==> src/hw/uep_pkg.sv <==
/*
  Shared constants for the EPROM programmer controller: widths, command codes,
  pin timing figures in ns and the clock counts derived from them.
  Assumes a 200 MHz system clock.
*/
`default_nettype none
package uep_pkg;
  // geometry
  localparam int ADDR_W = 15;
  localparam int DATA_W = 8;
  localparam int TMR_W = 16;
  // clock and timing figures (ns)
  localparam int CLK_NS = 5;
  localparam int T_ACC_NS = 200; // address_access_delay
  localparam int T_CE_NS = 200; // select_access_delay
  localparam int T_OE_NS = 100; // gate_access_delay
  localparam int T_DF_NS = 130; // float delay in programming modes
  localparam int T_SETUP_NS = 2000; // supply, address, data, gate setup and hold
  localparam int T_PW_NS = 100000; // write_pulse_width nominal
  localparam int SYNC_CYC = 2;
  function automatic int cyc_up(input int ns);
    return (ns + CLK_NS - 1) / CLK_NS;
  endfunction
  // derived counts (least times rounded up)
  // access waits add the synchroniser, the capture flop and one edge of margin,
  // so the pins are sampled strictly after the access time has run out
  localparam logic [TMR_W-1:0] READ_CYC =
    TMR_W'(cyc_up((T_ACC_NS > T_CE_NS) ? T_ACC_NS : T_CE_NS) + SYNC_CYC + 2);
  localparam logic [TMR_W-1:0] GATE_CYC = TMR_W'(cyc_up(T_OE_NS) + SYNC_CYC + 2);
  localparam logic [TMR_W-1:0] FLOAT_CYC = TMR_W'(cyc_up(T_DF_NS));
  localparam logic [TMR_W-1:0] SETUP_CYC = TMR_W'(cyc_up(T_SETUP_NS));
  localparam int PW_CYC = T_PW_NS / CLK_NS;
  // pulse loop limit
  localparam logic [3:0] MAX_PULSES = 4'hA;
  // command codes
  localparam logic [1:0] OP_READ = 2'h0;
  localparam logic [1:0] OP_IDENT = 2'h1;
  localparam logic [1:0] OP_PROG = 2'h2;
endpackage
`default_nettype wire

==> src/hw/uep_tmr_if.sv <==
/*
  Carrier between the controller sequencer and its delay timer.
  Assumes both ends share one clock.
*/
`default_nettype none
interface uep_tmr_if #(parameter int W = 16);
  logic start;
  logic [W-1:0] load;
  logic done;
  modport ctl (output start, output load, input done);
  modport tmr (input start, input load, output done);
endinterface
`default_nettype wire

==> src/hw/uep_ctrl.sv <==
/*
  Host-side controller for a 32K x 8 UV/OTP parallel EPROM: read, identity
  read and pulse-and-verify byte programming through the part's pins.
  Assumes board drivers turn vcc_hi_o, vpp_hi_o and id_hv_o into the supply
  and high-voltage levels, and that byte_lines are resolved outside.
*/
// Functional notes
// - gate may fall up to select minus gate delay after select falls
// - elevated supply, gate high, select pulsed low with stable inputs writes
// - programmer presents location on address lines and byte on data lines
// - each write pulse lasts 95 to 105 us, nominally 100 us
// - pulse, verify, stop on match, give up after ten pulses; the code also stops at once when a wanted one reads back zero
// - elevated supply, select high, gate low returns the stored byte
// - parallel parts share pins but each has its own select line
// - identity line elevated with select, gate low, normal supply gives codes
// - main supply on no later and off no earlier than programming supply
`default_nettype none
module uep_ctrl
  import uep_pkg::*;
#(
  parameter int unsigned PW_CYC_P = PW_CYC
) (
  // clock and reset
  input wire logic clk_i,
  input wire logic rst_b_i,
  // command port
  input wire logic cmd_valid_i,
  output logic cmd_ready_o,
  input wire logic [1:0] cmd_op_i,
  input wire logic [ADDR_W-1:0] cmd_addr_i,
  input wire logic [DATA_W-1:0] cmd_data_i,
  // response port
  output logic rsp_valid_o,
  output logic [DATA_W-1:0] rsp_data_o,
  output logic rsp_fail_o,
  output logic [3:0] rsp_pulses_o,
  // memory pins
  output logic [ADDR_W-1:0] addr_o,
  output logic ce_b_o,
  output logic oe_b_o,
  output logic vcc_hi_o,
  output logic vpp_hi_o,
  output logic id_hv_o,
  input wire logic [DATA_W-1:0] byte_lines_i,
  output logic [DATA_W-1:0] byte_lines_o,
  output logic byte_lines_oe_o
);
  typedef enum logic [3:0] {
    S_IDLE, S_RD_WAIT, S_RD_END, S_PW_VCC, S_PW_VPP, S_PULSE, S_HOLD, S_OES,
    S_VFY, S_VFY_END, S_REDRIVE, S_PD_VPP, S_PD_VCC, S_DONE
  } uep_st_e;

  uep_st_e state_r;
  uep_st_e state_nxt;
  logic [1:0] op_r;
  logic [DATA_W-1:0] want_r;
  logic [DATA_W-1:0] rd_r;
  logic [DATA_W-1:0] bl_m_r;
  logic [DATA_W-1:0] bl_s_r;
  logic [3:0] pulses_r;
  logic fail_r;
  logic ce_b_nxt;
  logic oe_b_nxt;
  logic vcc_nxt;
  logic vpp_nxt;
  logic idhv_nxt;
  logic doe_nxt;
  logic accept;
  logic pass_w;
  logic bad_w;
  logic give_up;
  logic [1:0] op_now;

  uep_tmr_if #(.W(TMR_W)) tmr ();

  // cycle count minus one for each timed state
  function automatic logic [TMR_W-1:0] wait_of(input uep_st_e s);
    logic [TMR_W-1:0] n;
    n = TMR_W'(1);
    case (s)
      S_RD_WAIT: n = READ_CYC;
      S_RD_END, S_VFY_END: n = FLOAT_CYC;
      S_PULSE: n = TMR_W'(PW_CYC_P);
      S_VFY: n = GATE_CYC;
      S_PW_VCC, S_PW_VPP, S_HOLD, S_OES, S_REDRIVE, S_PD_VPP, S_PD_VCC: n = SETUP_CYC;
      default: n = TMR_W'(1);
    endcase
    return n - TMR_W'(1);
  endfunction

  uep_timer #(.W(TMR_W)) u_tmr (
    .clk_i(clk_i),
    .rst_b_i(rst_b_i),
    .t(tmr.tmr)
  );

  // timer restarts whenever the sequencer changes state
  assign tmr.start = (state_nxt != state_r);
  assign tmr.load = wait_of(state_nxt);

  // handshake and verify decode
  assign accept = cmd_valid_i && (state_r == S_IDLE);
  assign op_now = accept ? cmd_op_i : op_r; // op of the command being taken this cycle, else of the command in progress
  assign cmd_ready_o = (state_r == S_IDLE);
  assign rsp_valid_o = (state_r == S_DONE);
  assign pass_w = (rd_r == want_r);
  assign bad_w = |(want_r & ~rd_r); // a zero cell cannot return to one
  assign give_up = pass_w || bad_w || (pulses_r == MAX_PULSES);

  // sequencer next state
  always_comb begin
    state_nxt = state_r;
    case (state_r)
      S_IDLE: begin
        if (accept) begin
          state_nxt = (cmd_op_i == OP_PROG) ? S_PW_VCC : S_RD_WAIT;
        end
      end
      S_RD_WAIT: if (tmr.done) state_nxt = S_RD_END;
      S_RD_END: if (tmr.done) state_nxt = S_DONE;
      S_PW_VCC: if (tmr.done) state_nxt = S_PW_VPP;
      S_PW_VPP: if (tmr.done) state_nxt = S_PULSE;
      S_PULSE: if (tmr.done) state_nxt = S_HOLD;
      S_HOLD: if (tmr.done) state_nxt = S_OES;
      S_OES: if (tmr.done) state_nxt = S_VFY;
      S_VFY: if (tmr.done) state_nxt = S_VFY_END;
      S_VFY_END: if (tmr.done) state_nxt = give_up ? S_PD_VPP : S_REDRIVE;
      S_REDRIVE: if (tmr.done) state_nxt = S_PULSE;
      S_PD_VPP: if (tmr.done) state_nxt = S_PD_VCC;
      S_PD_VCC: if (tmr.done) state_nxt = S_DONE;
      S_DONE: state_nxt = S_IDLE;
      default: state_nxt = S_IDLE;
    endcase
  end

  // pin levels decoded from the next state
  assign ce_b_nxt = !((state_nxt == S_RD_WAIT) || (state_nxt == S_PULSE));
  assign oe_b_nxt = !((state_nxt == S_RD_WAIT) || (state_nxt == S_VFY));
  assign vpp_nxt = (state_nxt == S_PW_VPP) || (state_nxt == S_PULSE) ||
                   (state_nxt == S_HOLD) || (state_nxt == S_OES) ||
                   (state_nxt == S_VFY) || (state_nxt == S_VFY_END) ||
                   (state_nxt == S_REDRIVE);
  assign vcc_nxt = vpp_nxt || (state_nxt == S_PW_VCC) || (state_nxt == S_PD_VPP);
  assign idhv_nxt = ((state_nxt == S_RD_WAIT) || (state_nxt == S_RD_END)) &&
                    (op_now == OP_IDENT);
  assign doe_nxt = (state_nxt == S_PW_VPP) || (state_nxt == S_PULSE) ||
                   (state_nxt == S_HOLD) || (state_nxt == S_REDRIVE);

  // sequencer state and registered pins
  always_ff @(posedge clk_i or negedge rst_b_i) begin
    if (!rst_b_i) begin
      state_r <= S_IDLE;
      ce_b_o <= 1'b1;
      oe_b_o <= 1'b1;
      vcc_hi_o <= 1'b0;
      vpp_hi_o <= 1'b0;
      id_hv_o <= 1'b0;
      byte_lines_oe_o <= 1'b0;
    end else begin
      state_r <= state_nxt;
      ce_b_o <= ce_b_nxt; // this port is the one part's own select line
      oe_b_o <= oe_b_nxt;
      vcc_hi_o <= vcc_nxt;
      vpp_hi_o <= vpp_nxt;
      id_hv_o <= idhv_nxt;
      byte_lines_oe_o <= doe_nxt;
    end
  end

  // command capture; identity keeps only the lowest address line
  always_ff @(posedge clk_i or negedge rst_b_i) begin
    if (!rst_b_i) begin
      op_r <= OP_READ;
      addr_o <= '0;
      want_r <= '1;
    end else if (accept) begin
      op_r <= cmd_op_i;
      addr_o <= (cmd_op_i == OP_IDENT) ? {{(ADDR_W-1){1'b0}}, cmd_addr_i[0]} : cmd_addr_i;
      want_r <= cmd_data_i;
    end
  end
  assign byte_lines_o = want_r;

  // two-flop synchroniser for the data lines
  always_ff @(posedge clk_i or negedge rst_b_i) begin
    if (!rst_b_i) begin
      bl_m_r <= '0;
      bl_s_r <= '0;
    end else begin
      bl_m_r <= byte_lines_i;
      bl_s_r <= bl_m_r;
    end
  end

  // sample at the end of the access window
  always_ff @(posedge clk_i or negedge rst_b_i) begin
    if (!rst_b_i) begin
      rd_r <= '0;
    end else if (tmr.done && ((state_r == S_RD_WAIT) || (state_r == S_VFY))) begin
      rd_r <= bl_s_r;
    end
  end

  // pulse count and result
  always_ff @(posedge clk_i or negedge rst_b_i) begin
    if (!rst_b_i) begin
      pulses_r <= 4'h0;
      fail_r <= 1'b0;
    end else if (accept) begin
      pulses_r <= 4'h0;
      fail_r <= 1'b0;
    end else begin
      if ((state_nxt == S_PULSE) && (state_r != S_PULSE)) begin
        pulses_r <= pulses_r + 4'h1;
      end
      if ((state_r == S_VFY_END) && tmr.done) begin
        fail_r <= !pass_w;
      end
    end
  end
  assign rsp_data_o = rd_r;
  assign rsp_fail_o = fail_r;
  assign rsp_pulses_o = pulses_r;

  // helper: length of the current select-low stretch
  logic [TMR_W-1:0] lo_cnt_r;
  always_ff @(posedge clk_i or negedge rst_b_i) begin
    if (!rst_b_i) begin
      lo_cnt_r <= '0;
    end else begin
      lo_cnt_r <= ce_b_o ? '0 : lo_cnt_r + TMR_W'(1);
    end
  end
endmodule
`default_nettype wire

==> src/hw/uep_timer.sv <==
/*
  Down-counting delay timer: a start pulse loads a count, done rises when it
  has run out. Assumes load is the wanted cycle count minus one.
*/
`default_nettype none
module uep_timer #(
  parameter int W = 16
) (
  // clock and reset
  input wire logic clk_i,
  input wire logic rst_b_i,
  // sequencer side
  uep_tmr_if.tmr t
);
  logic [W-1:0] cnt_r;
  logic [W-1:0] cnt_nxt;

  // reload on start, otherwise count down to zero
  assign cnt_nxt = t.start ? t.load : ((cnt_r == '0) ? cnt_r : cnt_r - W'(1));
  // done must not look at start: start is decoded from done, which would close a loop
  assign t.done = (cnt_r == '0);

  // counter register
  always_ff @(posedge clk_i or negedge rst_b_i) begin
    if (!rst_b_i) begin
      cnt_r <= '0;
    end else begin
      cnt_r <= cnt_nxt;
    end
  end
endmodule
`default_nettype wire

==> config.mk <==
export PLATFORM = sky130hd
export DESIGN_NAME = uep_ctrl
export DESIGN_NICKNAME = d
export VERILOG_FILES = /design/src/hw/uep_pkg.sv /design/src/hw/uep_tmr_if.sv /design/src/hw/uep_ctrl.sv /design/src/hw/uep_timer.sv
export SDC_FILE = /design/constraint.sdc
export NUM_CORES = 1
export LEC_CHECK = 0
export ABC_CLOCK_PERIOD_IN_PS = 4000
export BUFFER_PORTS_ARGS = -buffer_cell sky130_fd_sc_hd__buf_2
export CORE_MARGIN = 5
export CORE_UTILIZATION = 47
export CTS_BUF_LIST = sky130_fd_sc_hd__clkbuf_16
export DETAILED_ROUTE_END_ITERATION = 10
export GPL_ROUTABILITY_DRIVEN = 0
export GPL_TIMING_DRIVEN = 0
export PLACE_DENSITY = 0.84
export SKIP_CTS_REPAIR_TIMING = 1
export SLEW_MARGIN = 20
export SYNTH_ARGS = -nofsm -noshare
export SYNTH_HDL_FRONTEND = slang
export SYNTH_SLANG_ARGS = --single-unit
export TNS_END_PERCENT = 30
==> constraint.sdc <==
create_clock -name clk_i -period 4 [get_ports clk_i]
set_input_delay 0.8 -clock clk_i [delete_from_list [all_inputs] [get_ports clk_i]]
set_output_delay 0.8 -clock clk_i [all_outputs]
set_load 0.02 [all_outputs]
* Word-level counts from Yosys, hierarchy flattened
Memory sizes are Yosys's and may differ from the RTL's. Index checks and enable logic that the tools add are counted. Widths: inputs -> output; s select.
Storage, ports and cells: bits in registers 80, ROM bits 192, input port bits 36, output and inout port bits 44, logic and storage cells 106, memories 1
Memory list:
- (no name shown) | words 16, bits a word 12, rd ports 1, clocked after Yosys merged registers in 0, write ports 0, line uep_ctrl.sv:80 | case (s)
Operators by class: add/subtract/negate cells 3, eq/ne operators 32, muxes and demuxes 22, bitwise gates (word level) 2, reductions and logical operators 30
Operators with widths (count):
- $mux 4 | 13
- $eq 4x4->1 const B | 11
- $pmux 4 s11 | 1
- $eq 4x3->1 const B | 8
- $mux 16 | 2
- $sub 16x1->16 const B | 2
- $eq 4x2->1 const B | 4
- $logic_not 16->1 | 1
- $logic_or 1x1->1 | 15
- $mux 15 | 1
- $and 8x8->8 | 1
- $eq 4x1->1 const B | 2
- $eq 8x8->1 | 1
- $not 8->8 | 1
- $reduce_or 8->1 | 1
- $logic_and 1x1->1 | 5
- $add 4x1->4 const B | 1
- $eq 2x1->1 const B | 2
- $logic_not 4->1 | 1
- $mux 2 | 2
- $ne 4x3->1 const B | 1
- $ne 4x4->1 | 1
- $reduce_bool 2->1 | 2
- $reduce_or 2->1 | 2
- 4 further kinds | 8

* Logic depth before layout (Yosys ltp)
Gate-level depths: netlist (run 1).
depth after elaboration 17, depth in mapped cells 24, gate-level depth less buffers 23

* Cells and area by module
A second synthesis (run 1) with hierarchy kept.
Second synthesis, totals: cell total of the unflattened synthesis 425, area, all modules 4245.3 um2
By module, submodules not included:
- uep_ctrl | times used 1, cells each 325, area an instance 3304.4 um2, seq. area each 1614.0 um2
- uep_timer | times used 1, cells each 100, area an instance 940.9 um2, seq. area each 400.4 um2

* Worst setup path before layout (run 1)
No wires, ideal clock.
kind register -> register, start point register u_tmr.cnt_r[11], end point register u_tmr.cnt_r[8], arrival 4.278 ns, required time 3.859 ns, path slack -0.418 ns, cell stages (with the launch flop) 24, clock period less this slack 4.418 ns, cells stage by stage dfrtp_1 nor4_4 and4b_1 buf_4 nand2_1 a21oi_1 o32a_1 ha_1 clkbuf_1 nor3_1 a21oi_1 a21boi_0 o21ai_0 o21ai_0 mux2i_1 ha_1 inv_1 a41oi_1 o211ai_1 nand3b_1 mux2_4 nor3_2 mux2i_1 a22oi_1
On the way: cells in the longest elaborated chain, start to end 6, elaborated cells on any way between the ends 17, those cells by class 1 x add/sub; 2 x eq/ne; 12 x mux; 1 x reduce/logical; 1 x memory
Ends and longest elaborated chain:
- from (decl) | line uep_timer.sv:15 | logic [W-1:0] cnt_r;
- from (signal assigned) | line uep_timer.sv:28 | cnt_r <= cnt_nxt;
- $logic_not 16->1 * | line uep_timer.sv:19, uep_timer.sv:21
- $mux 4, or another cell as far along | line uep_ctrl.sv:120, uep_ctrl.sv:130
- $pmux 4 s11 | line uep_ctrl.sv:113 | case (state_r)
- $mem_v2 16x12
- $sub 16x1->16 | line uep_ctrl.sv:88 | return n - TMR_W'(1);
- $mux 16 | line uep_timer.sv:19 | assign cnt_nxt = t.start ? t.load : ((cnt_r == '0) ? cnt_r : cnt_r - W'(1));
Mark *: on every way between the ends. The rest lies on a longest branch, timed or not. A chain may end at the register's enable or synchronous reset.

* Final worst setup path (run 1)
start point register rd_r[1] (netlist: rsp_data_o[1]), end point register u_tmr.cnt_r[14]
On the way: cells in the longest elaborated chain, start to end 11, elaborated cells on any way between the ends 14, those cells by class 1 x add/sub; 3 x eq/ne; 4 x mux; 2 x bitwise; 3 x reduce/logical; 1 x memory
Ends and longest elaborated chain:
- from (decl) | line uep_ctrl.sv:57 | logic [DATA_W-1:0] rd_r;
- from (signal assigned) | line uep_ctrl.sv:200 | rd_r <= bl_s_r;
- $not 8->8 | line uep_ctrl.sv:107 | assign bad_w = |(want_r & ~rd_r);
- $and 8x8->8 | line uep_ctrl.sv:107
- $reduce_or 8->1 | line uep_ctrl.sv:107
- $logic_or 1x1->1 * (2 in a row) | line uep_ctrl.sv:108 | assign give_up = pass_w || bad_w || (pulses_r == MAX_PULSES);
- $mux 1 * | line uep_ctrl.sv:127 | S_VFY_END: if (tmr.done) state_nxt = give_up ? S_PD_VPP : S_REDRIVE;
- $mux 4 * | line uep_ctrl.sv:127
- $pmux 4 s11 * | line uep_ctrl.sv:113
- $mem_v2 16x12
- $sub 16x1->16 | line uep_ctrl.sv:88
- $mux 16 | line uep_timer.sv:19
Marks and branches as above.

==> impl_results.md, run 1 <==
* Cts bufs inserted at 9
* Standard-cell rows at 34
* P&R area growth vs syn at 29.9%
* DIE WIDTH at 106 um
* Layout cells sized above 1 at 33.7%
* Post-DRT Antenna Nets at 0
* Number of synthesized flops with an enable pin at 0
* Final hold violation count at 0
* Outcome: finished, violations left
* Cell area after layout at 5580 um2
* DIE AREA at 11,100 um2
* Mapped Nets at 503
* Htree depth at 3
* Total track usage at 20.9%
* Highest clock rate at 0.213 GHz
* Commonest non-fill, non-tap cell in the layout: nand2_1
* Clock network power share at 24.5%
* Pwr/cell area at 624 nW/um2
* Ys flop type: dfrtp_1
* Crit path launch type: register
* Final setup fails at 6
* Detailed-route via count at 4,134
* Antenna Cells at 0
* Worst Setup Path Type: reg -> reg
* Max VDD drop at 0.351 mV
* CTS sink count at 80
* Psw at 1.37 mW
* Initial Util at 48.8%
* Post-layout min period at 4.70 ns
* Initial antenna violation count at 0
* Synth cell types at 74
* Maxcap violations at 0
* Slew headroom at 49.1%
* Root Buffer: clkbuf_16
* Crit path DAT at 4.96 ns
* CTS tree: yes
* Crit-path cells: inv_1 > ha_1 > nor4_2 > o211ai_1 > o21ai_2 > a211oi_2 > nor2_2 > ha_4 > buf_4 > nor2_1 > mux2i_1 > o21ai_1 > mux2i_1 > ha_2 > inv_2 > a41oi_2 > o211ai_1 > nand3b_1 > mux2_4 > buf_6 > a21oi_4 > nand2_1 > o221ai_2
* IO Count at 80
* Crit path max fanout at 8
* Reg2reg start: rsp_data_o[1]
* Reg-to-Reg End: u_tmr.cnt_r[14]
* CTS max path bufs at 2
* RSZ-0062 raised after global routing: true
* Setup slack after layout at -0.703 ns
* Worst skew pair latency at 0.34 ns
* CP Data Required Time at 4.26 ns
* Critical path depth at 23
* Vias in the first global route at 3,935
* Violations in the final reports: negative setup slack
* Post-Syn Area at 4290 um2
* Most frequent cells in the layout: nand2_1 (90), buf_2 (80), dfrtp_1 (64), buf_4 (31), nor2_1 (29)
* Placed Area at 4910 um2
* Post-DR vias/cell at 6.02
* Max-slew violations at 0
* DIE HEIGHT at 106 um
* Crit path from: rsp_data_o[1]
* Crit end category: register
* Final period util at 118%
* Hold crit path type: reg -> reg
* Slew at the pin closest to its max-slew limit at 0.757 ns
* Hold Slack at 0.349 ns
* CP endpoint: u_tmr.cnt_r[14]
* Core area at 8810 um2
* Overflow after GRT at 0
* Post-DR wirelength/cell at 18.2 um
* Synth warn at 0
* Max incr delay on CP at 0.37 ns
* Initial DRC Count at 599
* Cell family with most CP delay: compound AO/OA/AOI/OAI gates
* Comb power frac at 39.0%
* Total Routed Length at 12,500 um
* Worst reg-to-reg setup slack at -0.70 ns
* Switching Share at 39.3%
* Setup Skew at 0.00705 ns
* Largest net degree at the start of global routing at 43
* Setup TNS at -2.95 ns
* DRC Markers at 0
* Port Buf Inserts at 79
* Share of synthesized flip-flops with an asynchronous set or reset at 100%
* Pre-Repair DR Iteration Count at 6
* Register share of total power at 36.5%
* Worst r2r path cells at 23
* CTS clock-pin slew for the worst setup and hold paths at 0.07 ns
* Worst Hold Depth at 0
* Lkg Pwr at 2.57 nW
* Synth Register Bits at 80
* HPWL Detailed at 8150 um
* Synth Instances at 452
* Global-route wire length before repair at 18,900 um
* Nets at 625
* Int Power at 2.11 mW
* Buf+Inv Stages, Crit Path at 4
* Seq/Total Area, Yosys at 46.9%
* Slowest stage cell, crit path: mux2_4
* Avg Cell Area, Syn at 9.50 um2
==> synthesized netlist by cell type, drive strengths merged (2+ instances only) <==
| master | n | area share [%] |
|---|---|---|
| nor2b | 3 | 0.44 |
| mux2i | 6 | 1.4 |
| a21oi | 23 | 2.8 |
| nand2 | 91 | 8.0 |
| ha | 15 | 4.4 |
| nor4 | 10 | 2.5 |
| o31ai | 6 | 1.4 |
| nor2 | 34 | 3.6 |
| nand3 | 20 | 2.3 |
| a211o | 3 | 0.61 |
| xor2 | 5 | 1.0 |
| o21ai | 24 | 2.8 |
| o221ai | 3 | 0.76 |
| and2 | 3 | 0.44 |
| or2 | 3 | 0.44 |
| a22oi | 3 | 0.52 |
| inv | 17 | 1.5 |
| a31o | 3 | 0.61 |
| a221oi | 2 | 0.55 |
| o21bai | 2 | 0.35 |
| dfstp | 10 | 6.1 |
| o211ai | 5 | 0.87 |
| a41oi | 2 | 0.41 |
| nand2b | 4 | 0.64 |
| nand4b | 2 | 0.76 |
| nand3b | 3 | 0.52 |
| dfrtp | 70 | 41 |
| nor4b | 2 | 0.41 |
| a21boi | 2 | 0.35 |
| nor3 | 15 | 2.1 |
| nand4 | 2 | 0.29 |
| buf | 9 | 1.1 |
| or3 | 5 | 0.84 |
| and3 | 3 | 0.44 |
| a21o | 2 | 0.35 |
| a31oi | 2 | 0.64 |
| a211oi | 4 | 0.82 |
| xnor2 | 6 | 1.2 |
| clkbuf | 13 | 1.1 |
==> cell type report <==
type	instances	area (um2)
flip-flops and latches	80	2020
clock buffers	9	225
fillers	662	3230
plain buffers	20	93.8
clock inverters	7	85.1
repair buffers	113	686
inverters	17	63.8
well taps	108	135
multi-input cells	333	2270
==> cells by family (layout without fill, tap and decap cells) <==
kind of cell / count (synthesis) / after routing / share of synthesized area, %
xor+xnor: 11 / 11 / 2.24
flops: 80 / 80 / 46.9
fa+ha+maj: 15 / 15 / 4.37
compound gates: 96 / 96 / 16.3
mux: 7 / 7 / 1.75
simple gates: 204 / 204 / 24.7
buf+inv: 39 / 166 / 3.73
==> how the worst min path moves through the flow <==
stage | end | slack [ns] | start
2_1_floorplan | bl_s_r[0] | 0.33 | bl_m_r[0]
3_3_place_gp | bl_s_r[6] | 0.33 | bl_m_r[6]
3_5_place_dp | bl_s_r[2] | 0.34 | bl_m_r[2]
4_1_cts | bl_s_r[2] | 0.35 | bl_m_r[2]
5_1_grt | bl_s_r[2] | 0.36 | bl_m_r[2]
6_report | bl_s_r[2] | 0.35 | bl_m_r[2]
==> metrics by stage <==
stage                     total power [mW]  worst slack [ns]  instances  utilization, %
after floorplan                       2.02            -0.153        452               -
after global placement                2.32            -0.783        639            55.5
after detailed placement              2.38            -0.914        640            55.8
after CTS                             3.26             -1.06        656            59.3
after global routing                  3.67            -0.864        687            63.4
final                                 3.48            -0.703        687            63.4
==> registers in the layout, summed over array words and instances (netlist names), 4 cells and up <==
signal        cells
addr_o           15
bl_m_r            8
bl_s_r            8
byte_lines_o      8
rsp_data_o        8
rsp_pulses_o      4
state_r           4
u_tmr.cnt_r      16
==> power groups by stage <==
stage / Combinational, mW / Clock, mW / Sequential (mW)
after floorplan: 0.627 / 0 / 1.39
after global routing: 1.47 / 0.903 / 1.30
after CTS: 1.13 / 0.866 / 1.26
after detailed placement: 1.11 / 0 / 1.27
final: 1.36 / 0.853 / 1.27
after global placement: 1.06 / 0 / 1.26
==> per-layer routing <==
metal | track usage [%] | up-vias | part of all wire [%]
li1 | - | 1844 | -
met1 | 26.9 | 1952 | 40
met2 | 33.2 | 268 | 47
met3 | 4.95 | 70 | 8.8
met4 | 10.2 | 0 | 4.2
met5 | 0 | - | 0
Power figures use the tool's default switching activity.
==> inputs of run 2 (changes only) <==
SYNTH_HIERARCHICAL = 1   (was unset)
==> impl_results.md, run 2 <==
* Critical path depth at 18
* Root Buffer: clkbuf_16
* Avg Cell Area, Syn at 9.99 um2
* Reg2reg start: u_tmr/cnt_r[4]
* Register area at 2020 um2
* Worst skew pair latency at 0.35 ns
* Hold Slack at 0.351 ns
* Detailed-route via count at 3,722
* Post-DR vias/cell at 5.68
* Largest area contributor in the netlist: dfrtp_1
* Cts bufs inserted at 9
* Ys flop type: dfrtp_1
* Max-slew violations at 0
* Initial antenna violation count at 0
* Vias in the first global route at 3,620
* Setup slack after layout at -0.0928 ns
* Initial Util at 48.4%
* Slew at the pin closest to its max-slew limit at 0.688 ns
* Overflow after GRT at 0
* Slowest stage cell, crit path: or3_4
* Largest net degree at the start of global routing at 42
* Total track usage at 19.3%
* Most used cell, CP: or3_4
* Crit end category: register
* Layout cells sized above 1 at 37.7%
* Crit path DAT at 4.29 ns
* Cell family with most CP delay: simple AND/OR/NAND/NOR gates
* HPWL Detailed at 7670 um
* Core area at 8760 um2
* Setup Skew at 0.00865 ns
* Commonest non-fill, non-tap cell in the layout: buf_2
* DIE AREA at 11,000 um2
* Final hold violation count at 0
* P&R area growth vs syn at 29.5%
* Lkg Pwr at 2.62 nW
* Pre-Repair DR Iteration Count at 5
* Multi-input gate area at 2200 um2
* Largest Register: u_tmr/cnt_r
* Post-Syn Area at 4250 um2
* Pwr/cell area at 509 nW/um2
* Standard-cell rows at 34
* Slew headroom at 53.8%
* Top flop regs: u_tmr/cnt_r (16), addr_o (15)
* Post-DR wirelength/cell at 17.7 um
* IO Count at 80
* Post-layout min period at 4.09 ns
* DIE WIDTH at 105 um
* Global-route wire length before repair at 17,400 um
* DRC Markers at 0
* Outcome: finished, violations left
* Max incr delay on CP at 0.41 ns
* Max VDD drop at 0.318 mV
* Htree depth at 3
* Utilization after layout at 62.7%
* Crit path from: u_tmr/cnt_r[4]
* Top-count cell post-synth: nand2_1
* RSZ-0062 raised after global routing: true
* Commonest cells post-synth: nand2_1 (81), dfrtp_1 (70), nor2_1 (24), inv_1 (23), nand3_1 (19)
* Synth top area share at 41.3%
* Initial DRC Count at 301
* Buf+Inv Stages, Crit Path at 4
* Final std cells w/o fill at 655
* Final setup fails at 11
* Hold crit path type: reg -> reg
* Placed cells at 613
* Area contributors post-synth: dfrtp_1 (41%), nand2_1 (7.2%), dfstp_2 (6.2%), ha_1 (4.7%), xnor2_1 (3.3%)
* Maxcap violations at 0
* Post-DRT Antenna Nets at 0
* CTS tree: yes
* Crit-path cells: or3_4 > or3_4 > nor2_4 > buf_6 > inv_4 > or3_4 > o311ai_4 > and2_4 > inv_4 > ha_4 > buf_8 > a31o_4 > a221oi_4 > o32ai_4 > o2111ai_4 > o32ai_1 > nand2_1 > a21oi_1
* CTS clock-pin slew for the worst setup and hold paths at 0.07 ns
* Worst r2r path cells at 18
* Highest clock rate at 0.244 GHz
* Worst Setup Path Type: reg -> reg
* Synth cell types at 72
* Antenna Cells at 0
* CTS max path bufs at 2
* Violations in the final reports: negative setup slack
* Synth Register Bits at 80
* Number of synthesized flops with an enable pin at 0
* DIE HEIGHT at 105 um
* Mapped Nets at 477
* Port Buf Inserts at 79
* Seq/Total Area, Yosys at 47.5%
* Nets at 594
* Share of synthesized flip-flops with an asynchronous set or reset at 100%
* CTS sink count at 80
* Most frequent cells in the layout: buf_2 (83), nand2_1 (81), dfrtp_1 (69), buf_4 (32), nor2_1 (23)
* Worst Hold Depth at 0
* Layout fillers at 650
* Worst Hold Launch: bl_m_r[1]
* Synth warn at 6
* Largest register FFs at 16
* Synth Instances at 425
* Crit path launch type: register
* CP Data Required Time at 4.20 ns
* Total Routed Length at 11,600 um
* Final period util at 102%
* Crit path max fanout at 7
==> run 2: cell count changes in the layout (fill, tap and decap cells not counted), sizes merged, moves of 3 or more <==
| cell | delta |
|---|---|
| o21ai | -8 |
| nor4 | -4 |
| nor3 | -5 |
| o32ai | +3 |
| a311oi | +4 |
| xor2 | -3 |
| mux2 | +10 |
| nand2 | -10 |
| or4 | +3 |
| nor2 | -8 |
| buf | -4 |
| xnor2 | +10 |
| inv | +7 |
| a21oi | -12 |
==> run 2: worst paths after layout <==
kind / to / slack [ns]
worst min-delay path: bl_s_r[1] / 0.35
max in group asynchronous: byte_lines_o[0] / 2.92
worst min register to register: bl_s_r[1] / 0.35
worst max register to register: u_tmr/cnt_r[7] / -0.09
worst max-delay path: u_tmr/cnt_r[7] / -0.09
min in group asynchronous: vcc_hi_o / 0.42
==> run 2: final cells by class <==
class	instances	share of cell area (%)
Buffer	22	2.57
Clock buffer	9	4.10
Clock inverter	7	1.55
Inverter	23	1.66
Multi-Input combinational cell	301	40.0
Sequential cell	80	36.7
Tap cell	108	2.46
Timing Repair Buffer	105	11.0
==> run 2: kinds of logic after synthesis <==
| kind of cell | Yosys count | synth area share (%) |
|---|---|---|
| simple gates | 176 | 20.5 |
| buf+inv | 46 | 5.28 |
| flops | 80 | 47.5 |
| compound gates | 74 | 14.4 |
| xor+xnor | 18 | 3.71 |
| fa+ha+maj | 16 | 4.72 |
| mux | 15 | 3.86 |
==> run 2: worst reg2reg max path, cell delays in order, from the launching register on <==
cell and delay (ns):
dfrtp_1 0.39, or3_4 0.40, or3_4 0.41, nor2_4 0.16, buf_6 0.14, inv_4 0.03
or3_4 0.39, o311ai_4 0.31, and2_4 0.23, inv_4 0.05, ha_4 0.16, buf_8 0.13
a31o_4 0.21, a221oi_4 0.30, o32ai_4 0.17, o2111ai_4 0.17, o32ai_1 0.15, nand2_1 0.11
a21oi_1 0.06
==> run 2: power by group <==
group	total, mW	switching, mW	internal, mW
clock network	0.862	0.365	0.498
logic	0.875	0.499	0.376
registers	1.06	0.109	0.951
total	2.80	0.972	1.82
==> run 2: metrics by stage <==
stage	instance area [um2]	setup WS (ns)	power, mW	TNS (ns)
after detailed placement	4820	-0.489	1.76	-5.99
after CTS	5130	-0.519	2.62	-6.59
after floorplan	4270	0.0107	1.54	0
after global placement	4800	-0.423	1.72	-4.88
final	5500	-0.0928	2.80	-0.695
after global routing	5500	-0.257	2.92	-2.34
==> run 2: routing by layer <==
metal / GRT usage, % / vias to the layer above / part of all wire, %
met5: 0 / - / 0
met4: 7.31 / 0 / 1.9
met3: 4.81 / 26 / 7.8
met2: 31.8 / 180 / 51
met1: 24.3 / 1796 / 39
li1: - / 1720 / -
